==> config.mk <==
export PLATFORM = sky130hd
export DESIGN_NAME = flo_top
export DESIGN_NICKNAME = d
export VERILOG_FILES = /design/src/flo_pkg.sv /design/src/flo_flash_if.sv /design/src/flo_flash_geom.sv /design/src/flo_flash_port.sv /design/src/flo_top.sv
export VERILOG_INCLUDE_DIRS = /design/src /design/src/src
export SDC_FILE = /design/constraint.sdc
export NUM_CORES = 1
export LEC_CHECK = 0
export BUFFER_PORTS_ARGS = -buffer_cell sky130_fd_sc_hd__buf_2
export CAP_MARGIN = 20
export CELL_PAD_IN_SITES_DETAIL_PLACEMENT = 1
export CELL_PAD_IN_SITES_GLOBAL_PLACEMENT = 1
export CORE_MARGIN = 4
export CORE_UTILIZATION = 45
export CTS_CLUSTER_DIAMETER = 50
export DETAILED_ROUTE_END_ITERATION = 8
export PLACE_DENSITY = 0.95
export SYNTH_ARGS = -nofsm -noshare
export SYNTH_HDL_FRONTEND = slang
export SYNTH_HIERARCHICAL = 1
export SYNTH_SLANG_ARGS = --single-unit
==> constraint.sdc <==
create_clock -name pclk -period 5.22 [get_ports pclk]
set_input_delay 0.783 -clock pclk [delete_from_list [all_inputs] [get_ports pclk]]
set_output_delay 0.783 -clock pclk [all_outputs]
set_load 0.005 [all_outputs]
==> src/flo_cfg.svh <==
`ifndef FLO_CFG_SVH
`define FLO_CFG_SVH
// ****************************************
// Flash geometry
// ****************************************
`define FLO_PAGE_LOG2     9      // 512-byte erase page
`define FLO_ROW_LOG2      6      // 64-byte row, 8 per page
`define FLO_SECT_BIG_LOG2 10     // 1024-byte sector, 8 KB array
`define FLO_SECT_SML_LOG2 9      // 512-byte sector, smaller arrays
`define FLO_BIG_FLASH     8192   // Array size using big sectors
`define FLO_OPT_ADDR0     13'h0000
`define FLO_OPT_ADDR1     13'h0001
// ****************************************
// Register offsets and fields
// ****************************************
`define FLO_REG_CTRL      12'h000
`define FLO_REG_ADDR      12'h004
`define FLO_REG_DATA      12'h008
`define FLO_REG_PROT      12'h00C
`define FLO_REG_STATUS    12'h010
`define FLO_CTRL_GO       0
`define FLO_CTRL_OP_LSB   1
`define FLO_ST_BUSY       0
`define FLO_ST_PERR       1
`define FLO_ST_LOADED     2
`define FLO_ST_PAGE_LSB   8
`define FLO_ST_ROW_LSB    12
`define FLO_ST_SECT_LSB   16
// ****************************************
// Option byte layout and reset values
// ****************************************
`define FLO_OPT_CKSEL_LSB 0      // Byte 0 bits 2:0
`define FLO_OPT_WDFD_BIT  3      // Byte 0 bit 3
`define FLO_OPT_TRIM_LSB  0      // Byte 1 bits 4:0
`define FLO_TRIM_RST      5'h0A
`define FLO_CKSEL_RST     3'h0
`define FLO_WDFD_RST      1'h0
`define FLO_PROT_RST      8'h00
`define FLO_LVL_MAX_MV    12'hE10
`define FLO_LVL_STEP_MV   12'h032
`define FLO_LVL_RST       12'hC1C
`endif

==> src/flo_pkg.sv <==
package flo_pkg;
   // Loader states, Gray along load0, load1, run, cmd
   typedef enum logic [1:0] {
      FLO_LOAD0 = 2'h0,
      FLO_LOAD1 = 2'h1,
      FLO_RUN   = 2'h3,
      FLO_CMD   = 2'h2
   } flo_state_t;
   // Flash operations
   typedef enum logic [1:0] {
      FLO_OP_READ  = 2'h0,
      FLO_OP_PROG  = 2'h1,
      FLO_OP_ERASE = 2'h2
   } flo_op_t;
endpackage

==> src/flo_flash_if.sv <==
`timescale 1ns/1ps
// Request path from the loader to the flash engine
interface flo_flash_if #(parameter int AW = 13);
   logic               start;  // One-cycle request
   flo_pkg::flo_op_t   op;
   logic [AW-1:0]      addr;
   logic [7:0]         wdata;
   logic               busy;   // Request outstanding
   logic               done;   // One-cycle completion
   logic [7:0]         rdata;
   modport ctl (output start, op, addr, wdata,
                input busy, done, rdata);
   modport eng (input start, op, addr, wdata,
                output busy, done, rdata);
endinterface

==> src/flo_flash_geom.sv <==
`timescale 1ns/1ps
`include "flo_cfg.svh"
// Splits a flash byte address into page, row and sector
module flo_flash_geom #(
   parameter int FLASH_BYTES = 8192,
   parameter int AW          = 13
) (
   input  wire logic [AW-1:0] addr,
   output wire logic [3:0]    page,
   output wire logic [2:0]    row,
   output wire logic [2:0]    sector,
   output wire logic          is_opt
);
   localparam int SECT_LOG2 = (FLASH_BYTES == `FLO_BIG_FLASH) ?
                              `FLO_SECT_BIG_LOG2 : `FLO_SECT_SML_LOG2;
   wire logic [31:0] a32 = 32'(addr);
   // Page index, erase granule
   assign page   = 4'(a32 >> `FLO_PAGE_LOG2);
   // Row within page, eight rows of 64 bytes
   assign row    = 3'(a32 >> `FLO_ROW_LOG2);
   // Protection sector, size depends on array
   assign sector = 3'(a32 >> SECT_LOG2);
   // Two lowest bytes hold the option bytes
   assign is_opt = (addr == AW'(`FLO_OPT_ADDR0)) |
                   (addr == AW'(`FLO_OPT_ADDR1));
endmodule // flo_flash_geom

==> src/flo_flash_port.sv <==
`timescale 1ns/1ps
// Drives the flash array handshake, one operation at a time
module flo_flash_port #(parameter int AW = 13) (
   input  wire logic          pclk,
   input  wire logic          presetn,
   flo_flash_if.eng           fi,
   output wire logic          flash_req,
   output wire logic [1:0]    flash_op,
   output wire logic [AW-1:0] flash_addr,
   output wire logic [7:0]    flash_wdata,
   input  wire logic [7:0]    flash_rdata,
   input  wire logic          flash_ack
);
   logic          req_q;     // Request held until acknowledged
   logic [1:0]    op_q;
   logic [AW-1:0] addr_q;
   logic [7:0]    wdata_q;
   logic          done_q;
   logic [7:0]    rdata_q;
   wire logic take = fi.start & ~req_q;
   wire logic fin  = req_q & flash_ack;
   // Launch and retire
   always_ff @(posedge pclk or negedge presetn) begin
      if (!presetn) begin
         req_q   <= 1'b0;
         op_q    <= 2'h0;
         addr_q  <= '0;
         wdata_q <= 8'h00;
         done_q  <= 1'b0;
         rdata_q <= 8'h00;
      end else begin
         req_q  <= take | (req_q & ~flash_ack);
         done_q <= fin;
         if (take) begin
            op_q    <= fi.op;
            addr_q  <= fi.addr;
            wdata_q <= fi.wdata;
         end
         if (fin) rdata_q <= flash_rdata;
      end
   end
   assign fi.busy     = req_q;
   assign fi.done     = done_q;
   assign fi.rdata    = rdata_q;
   assign flash_req   = req_q;
   assign flash_op    = op_q;
   assign flash_addr  = addr_q;
   assign flash_wdata = wdata_q;
endmodule // flo_flash_port

==> src/flo_top.sv <==
`timescale 1ns/1ps
`include "flo_cfg.svh"
// ****************************************
// Operation
// 512-byte page is smallest erase unit
// Each page holds eight 64-byte rows
// Protect sectors 1024 bytes at 8K, else 512
// Two lowest flash bytes hold option bytes
// Every reset source reloads the option bytes
// Processor held in reset until loading completes
// Option byte changes apply only after reset
// Option registers invisible to software
// Trim lowers threshold 50 mV per step
// Enable bit switches watchdog oscillator fail detect
// Three-bit code selects system clock source
// Software never programs reserved clock codes
// ****************************************
module flo_top #(
   parameter int FLASH_BYTES = 8192,  // Array size in bytes
   parameter int AW          = $clog2(FLASH_BYTES)
) (
   input  wire logic          pclk,
   input  wire logic          presetn,
   input  wire logic          psel,
   input  wire logic          penable,
   input  wire logic          pwrite,
   input  wire logic [11:0]   paddr,
   input  wire logic [31:0]   pwdata,
   output wire logic [31:0]   prdata,
   output wire logic          pready,
   output wire logic          pslverr,
   input  wire logic          sys_reset_req,
   input  wire logic          stop_recovery,
   output wire logic          flash_req,
   output wire logic [1:0]    flash_op,
   output wire logic [AW-1:0] flash_addr,
   output wire logic [7:0]    flash_wdata,
   input  wire logic [7:0]    flash_rdata,
   input  wire logic          flash_ack,
   output wire logic          cpu_reset_n,
   output wire logic [2:0]    sysclk_source_select,
   output wire logic [4:0]    sysclk_src_onehot,
   output wire logic          sysclk_sel_reserved,
   output wire logic          wdog_osc_fail_detect_en,
   output wire logic [4:0]    low_voltage_threshold_trim,
   output wire logic [11:0]   low_voltage_threshold_level
);
   // ****************************************
   // State
   // ****************************************
   flo_pkg::flo_state_t state_q, state_d;  // Loader sequence
   logic          pend_q;      // Flash operation outstanding
   logic          reload_q;    // Reset seen, reload owed
   logic          cpu_rst_n_q; // Processor release
   logic          loaded_q;    // Options valid since reset
   logic [7:0]    stage0_q;    // First option byte, not yet live
   logic [2:0]    cksel_q;     // Live option configuration
   logic          wdfd_q;
   logic [4:0]    trim_q;
   logic [11:0]   lvl_q;       // Threshold in millivolts
   logic [AW-1:0] addr_q;      // Software flash address
   logic [7:0]    wdata_q;     // Byte to program
   logic [7:0]    rdbyte_q;    // Last byte read by software
   logic [7:0]    prot_q;      // Sector write protect mask
   logic          perr_q;      // Protected write refused
   logic [31:0]   prdata_q;
   logic          cmd_rd_q;    // Running command is a read

   flo_flash_if #(.AW(AW)) fi ();

   flo_flash_port #(.AW(AW)) u_port (
      .pclk        (pclk),
      .presetn     (presetn),
      .fi          (fi),
      .flash_req   (flash_req),
      .flash_op    (flash_op),
      .flash_addr  (flash_addr),
      .flash_wdata (flash_wdata),
      .flash_rdata (flash_rdata),
      .flash_ack   (flash_ack)
   );

   wire logic [3:0] g_page;
   wire logic [2:0] g_row;
   wire logic [2:0] g_sect;
   wire logic       g_opt;
   flo_flash_geom #(.FLASH_BYTES(FLASH_BYTES), .AW(AW)) u_geom (
      .addr   (addr_q),
      .page   (g_page),
      .row    (g_row),
      .sector (g_sect),
      .is_opt (g_opt)
   );

   // ****************************************
   // APB decode
   // ****************************************
   wire logic acc     = psel & penable;
   wire logic wr      = acc & pwrite;
   wire logic s_ctrl  = (paddr == `FLO_REG_CTRL);
   wire logic s_addr  = (paddr == `FLO_REG_ADDR);
   wire logic s_data  = (paddr == `FLO_REG_DATA);
   wire logic s_prot  = (paddr == `FLO_REG_PROT);
   wire logic s_stat  = (paddr == `FLO_REG_STATUS);
   // Option registers have no address at all
   wire logic hit     = s_ctrl | s_addr | s_data | s_prot | s_stat;
   wire logic [1:0] wop = pwdata[`FLO_CTRL_OP_LSB +: 2];
   // Commands are taken only while running and idle
   wire logic go      = wr & s_ctrl & pwdata[`FLO_CTRL_GO] &
                        (state_q == flo_pkg::FLO_RUN) &
                        ~reload_q & ~pend_q & (wop != 2'h3);
   // Writes and erases into a protected sector are refused
   wire logic blocked = (wop != 2'(flo_pkg::FLO_OP_READ)) &
                        prot_q[g_sect];
   wire logic cmd_go  = go & ~blocked;
   wire logic trig    = sys_reset_req | stop_recovery;
   wire logic in_ld   = (state_q == flo_pkg::FLO_LOAD0) |
                        (state_q == flo_pkg::FLO_LOAD1);
   // Loads fetch one byte at a time from the two lowest bytes
   wire logic ld_go   = in_ld & ~pend_q & ~reload_q;
   wire logic commit  = (state_q == flo_pkg::FLO_LOAD1) & fi.done &
                        ~reload_q & ~trig;

   // Erase address drops to page base, page is the granule
   wire logic [AW-1:0] page_base =
      {addr_q[AW-1:`FLO_PAGE_LOG2], {`FLO_PAGE_LOG2{1'b0}}};

   assign fi.start = ld_go | cmd_go;
   assign fi.op    = ld_go ? flo_pkg::FLO_OP_READ :
                     flo_pkg::flo_op_t'(wop);
   assign fi.addr  = ld_go ?
                     ((state_q == flo_pkg::FLO_LOAD0) ?
                      AW'(`FLO_OPT_ADDR0) : AW'(`FLO_OPT_ADDR1)) :
                     (wop == 2'(flo_pkg::FLO_OP_ERASE)) ?
                     page_base : addr_q;
   assign fi.wdata = wdata_q;

   // Read mux, option registers never appear here
   wire logic [31:0] st_word =
      (32'(g_sect) << `FLO_ST_SECT_LSB) |
      (32'(g_row) << `FLO_ST_ROW_LSB) |
      (32'(g_page) << `FLO_ST_PAGE_LSB) |
      (32'(loaded_q) << `FLO_ST_LOADED) |
      (32'(perr_q) << `FLO_ST_PERR) |
      (32'(pend_q) << `FLO_ST_BUSY);
   wire logic [31:0] rd_mux =
      s_addr ? 32'(addr_q) :
      s_data ? 32'(rdbyte_q) :
      s_prot ? 32'(prot_q) :
      s_stat ? st_word : 32'h0000_0000;

   // ****************************************
   // Loader sequence
   // ****************************************
   // Next state; a new reset restarts the load unless it comes as byte 0 completes
   always_comb begin
      state_d = state_q;
      unique case (state_q)
         flo_pkg::FLO_LOAD0:
            if (fi.done) begin
               state_d = reload_q ? flo_pkg::FLO_LOAD0 :
                         flo_pkg::FLO_LOAD1;
            end
         flo_pkg::FLO_LOAD1:
            if (fi.done) begin
               state_d = commit ? flo_pkg::FLO_RUN :
                         flo_pkg::FLO_LOAD0;
            end
         flo_pkg::FLO_RUN:
            if (reload_q) begin
               state_d = flo_pkg::FLO_LOAD0;
            end else if (cmd_go) begin
               state_d = flo_pkg::FLO_CMD;
            end
         flo_pkg::FLO_CMD:
            if (fi.done) begin
               state_d = (reload_q | trig) ? flo_pkg::FLO_LOAD0 :
                         flo_pkg::FLO_RUN;
            end
      endcase
   end

   // Sequencing flags; a reset request wins over its own clear
   always_ff @(posedge pclk or negedge presetn) begin
      if (!presetn) begin
         state_q     <= flo_pkg::FLO_LOAD0;
         pend_q      <= 1'b0;
         reload_q    <= 1'b0;
         cpu_rst_n_q <= 1'b0;
         loaded_q    <= 1'b0;
         cmd_rd_q    <= 1'b0;
      end else begin
         state_q  <= state_d;
         pend_q   <= fi.start | (pend_q & ~fi.done);
         // Cleared only once nothing is outstanding
         reload_q <= trig | (reload_q & pend_q);
         // Held low from any reset until options are live
         cpu_rst_n_q <= ~trig & (commit | cpu_rst_n_q);
         loaded_q    <= ~trig & (commit | loaded_q);
         if (cmd_go) cmd_rd_q <= (wop == 2'(flo_pkg::FLO_OP_READ));
      end
   end

   // Option bytes become live only at a completed load
   always_ff @(posedge pclk or negedge presetn) begin
      if (!presetn) begin
         stage0_q <= 8'h00;
         cksel_q  <= `FLO_CKSEL_RST;
         wdfd_q   <= `FLO_WDFD_RST;
         trim_q   <= `FLO_TRIM_RST;
         lvl_q    <= `FLO_LVL_RST;
      end else begin
         if ((state_q == flo_pkg::FLO_LOAD0) & fi.done) begin
            stage0_q <= fi.rdata;
         end
         if (commit) begin
            cksel_q <= stage0_q[`FLO_OPT_CKSEL_LSB +: 3];
            wdfd_q  <= stage0_q[`FLO_OPT_WDFD_BIT];
            trim_q  <= fi.rdata[`FLO_OPT_TRIM_LSB +: 5];
            lvl_q   <= lvl_of(fi.rdata[`FLO_OPT_TRIM_LSB +: 5]);
         end
      end
   end

   // Not clamped: codes past the table keep falling linearly
   // Threshold drops one step per trim code from the maximum
   function automatic logic [11:0] lvl_of(input logic [4:0] t);
      logic [11:0] p;
      p = 12'(t) * `FLO_LVL_STEP_MV;
      return `FLO_LVL_MAX_MV - p;
   endfunction

   // ****************************************
   // Software registers
   // ****************************************
   // Address, data, protection and error flag
   always_ff @(posedge pclk or negedge presetn) begin
      if (!presetn) begin
         addr_q   <= '0;
         wdata_q  <= 8'h00;
         rdbyte_q <= 8'h00;
         prot_q   <= `FLO_PROT_RST;
         perr_q   <= 1'b0;
      end else begin
         if (wr & s_addr) addr_q <= pwdata[AW-1:0];
         if (wr & s_data) wdata_q <= pwdata[7:0];
         if (wr & s_prot) prot_q <= pwdata[7:0];
         if ((state_q == flo_pkg::FLO_CMD) & fi.done & cmd_rd_q) begin
            rdbyte_q <= fi.rdata;
         end
         // Refusal wins over a write-one clear
         perr_q <= (go & blocked) |
                   (perr_q & ~(wr & s_stat & pwdata[`FLO_ST_PERR]));
      end
   end

   // Read data captured in the setup cycle
   always_ff @(posedge pclk or negedge presetn) begin
      if (!presetn) prdata_q <= 32'h0000_0000;
      else if (psel & ~penable & ~pwrite) prdata_q <= rd_mux;
   end

   assign prdata  = prdata_q;
   assign pready  = 1'b1;
   assign pslverr = acc & ~hit;

   // ****************************************
   // Option outputs
   // ****************************************
   // Steering keeps a defined clock even for a bad code
   // Reserved codes flagged and steered to the internal source
   wire logic rsv = (cksel_q > 3'h4);
   wire logic [2:0] eff_sel = rsv ? `FLO_CKSEL_RST : cksel_q;
   genvar gi;
   generate
      for (gi = 0; gi < 5; gi++) begin : g_src
         assign sysclk_src_onehot[gi] = (eff_sel == 3'(gi));
      end
   endgenerate

   assign cpu_reset_n                 = cpu_rst_n_q;
   assign sysclk_source_select        = cksel_q;
   assign sysclk_sel_reserved         = rsv;
   assign wdog_osc_fail_detect_en     = wdfd_q;
   assign low_voltage_threshold_trim  = trim_q;
   assign low_voltage_threshold_level = lvl_q;
endmodule // flo_top

==> flow_summary.toml, run 1 <==
[grt]
grt_max_degree = 67
grt_usage_pct = 23.3
overflow = 0
antenna_found_initial = 0
grt_pass1_vias = 4827
grt_pass1_wl_um = 26500

[synth]
netlist_area_um2 = 5990
syn_area_per_cell_um2 = 11.8
yosys_warnings = 6
netlist_instances = 506

[setup_path]
crit_arrival_ns = 3.46
ff2ff_setup_slack_ns = 2.09
reg2reg_from = "u_port/fi.rdata[0]"
r2r-end = "low_voltage_threshold_level[9]"
start_kind = "register"
r2r_cells = 11
cp-end-kind = "register"
cp.required_ns = 5.55
path_max_fanout = 6
critPathKind = "reg -> reg"

[sta]
slew_violations = 0
finalSetupTns_ns = 0
worst_slack_ns = 2.09
slew-limit-headroom_pct = 43.3
skew_ns = 0.00706
post-route-min-period_ns = 3.13
hold_viol = 0
grt_setup_unrepaired = "false"
worstMarginPinSlew_ns = 0.850
period_share_pct = 60.1
setup_violations = 0
fmax_mhz = 319

[die]
initial_core_util_pct = 46.7
core_area_um2 = 12800
num_rows = 41
die_w_um = 123
die_h_um = 123
dieArea_um2 = 15200
io_pins = 146

[place]
post-place-ws_ns = 1.90
hpwl_um = 11600
io_buffers = 110
finalWeightedCongestion = 0.847
postPlaceCellArea_um2 = 6470

[detailed_routing]
avgViaCountPerCell = 5.49
wl_per_cell_um = 21.3
wirelength_um = 16900
via_count = 4347
drc = 0
drtPass1Iterations = 4
first_iter_violations = 299
drtAntennaViolNets = 0

[clocking]
cts_setup_buffers = 0
cts_resized = 0
root_buffer = "clkbuf_16"
htree_levels = 4
cts_buffers = 17
cts_tree = "built"
holdBufCountCts = 0
clkTransAtPathRegs_ns = 0.06
clock_sinks = 119
cts_max_path_buffers = 2
clock_latency_ns = 0.42

[power]
total_power_mw = 3.54
vdd_ir_drop_max_uv = 370
total_leakage_power_nw = 3.64
power-per-cell-area_nw_per_um2 = 496

[layout]
fin_area_um2 = 7140
drive_gt1_share_pct = 39.8
multi_input_area_um2 = 2650
diodes = 0
final_core_util_pct = 55.7
seqCellArea_um2 = 2990
fill_cells = 1396
final_nets = 686
area_growth_pct = 19.2

[outcome]
status = "finished clean"

[flow_run]
cap_violations = 0

[worst_hold_path]
hp-class = "in -> async"
## layer usage
layer / routed length, um / global-route usage, % / vias up
met2: 9030 / 42.1 / 181
met5: 0 / 0 / -
met3: 959 / 5.63 / 49
li1: - / - / 1933
met1: 6320 / 25.8 / 2184
met4: 603 / 10.7 / 0
## worst max path at each step
stage | startpoint | to | slack (ns) | cells past startpoint
floorplan | paddr[9] | u_port/flash_addr[0] | 2.53 | 9
global placement | paddr[9] | u_port/flash_wdata[7] | 2.02 | 9
global route | u_port/fi.rdata[0] | low_voltage_threshold_level[9] | 1.88 | 11
finish | u_port/fi.rdata[0] | low_voltage_threshold_level[9] | 2.09 | 11
detailed placement | paddr[9] | u_port/flash_wdata[7] | 1.90 | 9
CTS | u_port/fi.rdata[0] | low_voltage_threshold_level[9] | 2.05 | 11
## stage by stage
stage | hold slack (ns) | std cells
2_1_floorplan | 0.447 | 520
3_3_place_gp | 0.448 | 758
3_5_place_dp | 0.469 | 758
4_1_cts | 0.483 | 790
5_1_grt | 0.502 | 792
6_report | 0.446 | 792
## worst max-delay path, stage by stage, from the launching register on
cell and delay [ns]:
dfrtp_1 0.45, inv_1 0.14, ha_1 0.34, ha_1 0.29, ha_1 0.19, inv_1 0.07, fa_1 0.56, inv_1 0.07
a211oi_1 0.36, nand3_1 0.20, xor2_1 0.19, o21ai_0 0.19
## where the power goes
group	leakage, nW	internal, mW	switching [mW]
logic	1.75	0.495	0.645
clock network	0.299	0.814	0.450
registers	1.59	1.03	0.108
## registers in the layout, indices dropped and copies added, names as in the netlist, 8 cells and up
signal / flops
addr_q: 13
fi.wdata: 8
low_voltage_threshold_level: 10
prdata: 18
prot_q: 8
rdbyte_q: 8
u_port/fi.rdata: 8
u_port/flash_addr: 13
u_port/flash_wdata: 8
## layout make-up
cell class | instances | share of cell area, %
flip-flops and latches | 119 | 41.8
well taps | 172 | 3.01
inverters | 15 | 0.789
clock buffers | 18 | 6.15
multi-input cells | 340 | 37.1
clock inverters | 14 | 2.79
repair buffers | 114 | 8.33
## cells in the final DEF, fill, tap and decap left out, types with 5 or more instances in the layout
cell type	instances
ha_1	18
and2_1	15
nor3b_1	5
nor3_1	6
mux2_2	53
buf_2	109
dfrtp_1	112
clkbuf_16	17
nand2_1	56
conb_1	16
inv_1	15
mux2_4	26
a22oi_1	10
nand3_1	10
o21ai_0	30
xor2_1	8
a21oi_1	6
nor2_1	17
nand2b_1	6
dfstp_2	7
(Power assumes the default switching activity.)
==> inputs of run 2 (changes only) <==
--- a/config.mk
+++ b/config.mk
@@ -11,10 +11,10 @@
 export CELL_PAD_IN_SITES_DETAIL_PLACEMENT = 1
 export CELL_PAD_IN_SITES_GLOBAL_PLACEMENT = 1
 export CORE_MARGIN = 4
-export CORE_UTILIZATION = 45
+export CORE_UTILIZATION = 42
 export CTS_CLUSTER_DIAMETER = 50
 export DETAILED_ROUTE_END_ITERATION = 8
-export PLACE_DENSITY = 0.95
+export PLACE_DENSITY = 0.92
 export SYNTH_ARGS = -nofsm -noshare
 export SYNTH_HDL_FRONTEND = slang
 export SYNTH_HIERARCHICAL = 1
==> constraint.sdc (replaced) <==
create_clock -name pclk -period 3.21 [get_ports pclk]
set_input_delay 0.4815 -clock pclk [delete_from_list [all_inputs] [get_ports pclk]]
set_output_delay 0.4815 -clock pclk [all_outputs]
set_load 0.005 [all_outputs]
==> run 2 against run 1 <==
Against the previous run:
- clock skew increased by 0.0024 ns
- setup slack got worse by 1.9 ns
- non-clock buffer count increased by 2
- largest cell class unchanged
- largest power group is now combinational logic
- highest routed layer unchanged
==> flow_summary.toml, run 2 (synthesized netlist as in run 1, its figures left out) <==
[layout]
final_nets = 688
largest_reg_flops = 18
final_common_cell = "dfrtp_1"
seqCellArea_um2 = 2990
diodes = 0
layout_common_cells = "112 x dfrtp_1, 109 x buf_2, 56 x nand2_1"
drive_gt1_share_pct = 40.0
area_growth_pct = 19.8
multi_input_area_um2 = 2670
fill_cells = 1482
final_core_util_pct = 51.5

[power]
pwr-share-seq_pct = 31.7
p_clk_share_pct = 34.1
power.internal_mw = 3.82
power-per-cell-area_nw_per_um2 = 805
switching_share_pct = 33.8
vdd_ir_drop_max_uv = 541
p_sw_mw = 1.95
total_leakage_power_nw = 3.64
total_power_mw = 5.78
combPwrFrac_pct = 34.3

[sta]
worstMarginPinSlew_ns = 0.890
holdWs_ns = 0.196
hold_viol = 0
fmax_mhz = 330
worst_slack_ns = 0.178
post-route-min-period_ns = 3.03
slew-limit-headroom_pct = 40.7
skew_ns = 0.00950
slew_violations = 0
setup_violations = 0
period_share_pct = 94.5

[setup_path]
ff2ff_setup_slack_ns = 0.18
crit_family = "adder cells"
path_cells = "inv_1 -> ha_1 -> ha_1 -> ha_1 -> inv_1 -> fa_1 -> xor2_2 -> and2_1 -> nand2_1 -> xnor2_1 -> mux2_2"
r2r_cells = 11
reg2reg_from = "u_port/fi.rdata[0]"
critPathKind = "reg -> reg"
critical_path_buf_inv_count = 2
cp-startpoint = "u_port/fi.rdata[0]"
path_max_fanout = 6
cp.depth = 11
cp_slowest_cell = "dfrtp_1"
crit_arrival_ns = 3.33
start_kind = "register"
cp.required_ns = 3.51
timing.critical_path.mode_cell = "ha_1"
slowest_delay_ns = 0.43
cp-end-kind = "register"

[clocking]
holdBufCountCts = 0
clkTransAtPathRegs_ns = 0.05
cts_resized = 0
cts_buffers = 17
htree_levels = 4
cts_setup_buffers = 0
clock_sinks = 119
cts_tree = "built"
root_buffer = "clkbuf_16"
clock_latency_ns = 0.41
cts_max_path_buffers = 2

[die]
die_w_um = 127
dieArea_um2 = 16200
core_area_um2 = 13900
die_h_um = 127
io_pins = 146
initial_core_util_pct = 43.0
num_rows = 43

[detailed_routing]
avgViaCountPerCell = 5.32
first_iter_violations = 214
via_count = 4268
wl_per_cell_um = 19.4
wirelength_um = 15600
drtAntennaViolNets = 0
drc = 0
drtPass1Iterations = 4

[grt]
grt_pass1_vias = 4642
grt_pass1_wl_um = 25100
grt_max_degree = 69
grt_usage_pct = 19.8
antenna_found_initial = 0
overflow = 0

[worst_hold_path]
hp-class = "in -> async"

[flow_run]
cap_violations = 0

[outcome]
status = "finished clean"

[place]
post-place-ws_ns = 0.212
hpwl_um = 11300
io_buffers = 110
finalWeightedCongestion = 0.834
==> run 2: changes by cell type in the layout (fill, tap and decap cells not counted), moves of 2 or more <==
cell / delta
inv_6: -2
buf_12: +2
buf_4: +2
clkbuf_1: +3
==> run 2: layer usage <==
| layer | track usage [%] | wire length [um] | vias up |
|---|---|---|---|
| met5 | 0 | 0 | - |
| met4 | 6.88 | 278 | 0 |
| met3 | 4.56 | 679 | 23 |
| met2 | 36.6 | 8480 | 113 |
| met1 | 22.4 | 6140 | 2201 |
| li1 | - | - | 1931 |
==> run 2: final timing paths <==
kind	end
min in group pclk	u_port/fi.rdata[4]
min	u_port/flash_addr[4]
min reg2reg	prdata[13]
max in group asynchronous	low_voltage_threshold_level[3]
max	low_voltage_threshold_level[8]
max reg2reg	low_voltage_threshold_level[8]
==> run 2: final cells by class <==
class	count	share of cell area (%)
Tap cell	180	3.14
Multi-Input combinational cell	340	37.2
Clock inverter	12	2.48
Sequential cell	119	41.6
Inverter	15	0.785
Timing Repair Buffer	116	8.69
Clock buffer	20	6.09
==> run 2: power groups by stage <==
stage / clock network [mW] / registers, mW / logic [mW]
final: 1.97 / 1.83 / 1.98
after global routing: 2.08 / 1.86 / 2.23
after CTS: 2.01 / 1.83 / 1.92
after detailed placement: 0 / 1.86 / 1.82
after global placement: 0 / 1.84 / 1.67
after floorplan: 0 / 1.80 / 1.33
==> run 2: through the flow <==
stage / TNS [ns] / cells / area [um^2]
detailed placement: 0 / 770 / 6540
floorplan: 0 / 520 / 6040
global placement: 0 / 770 / 6540
finish: 0 / 802 / 7170
global route: -0.0347 / 802 / 7170
CTS: 0 / 802 / 7150
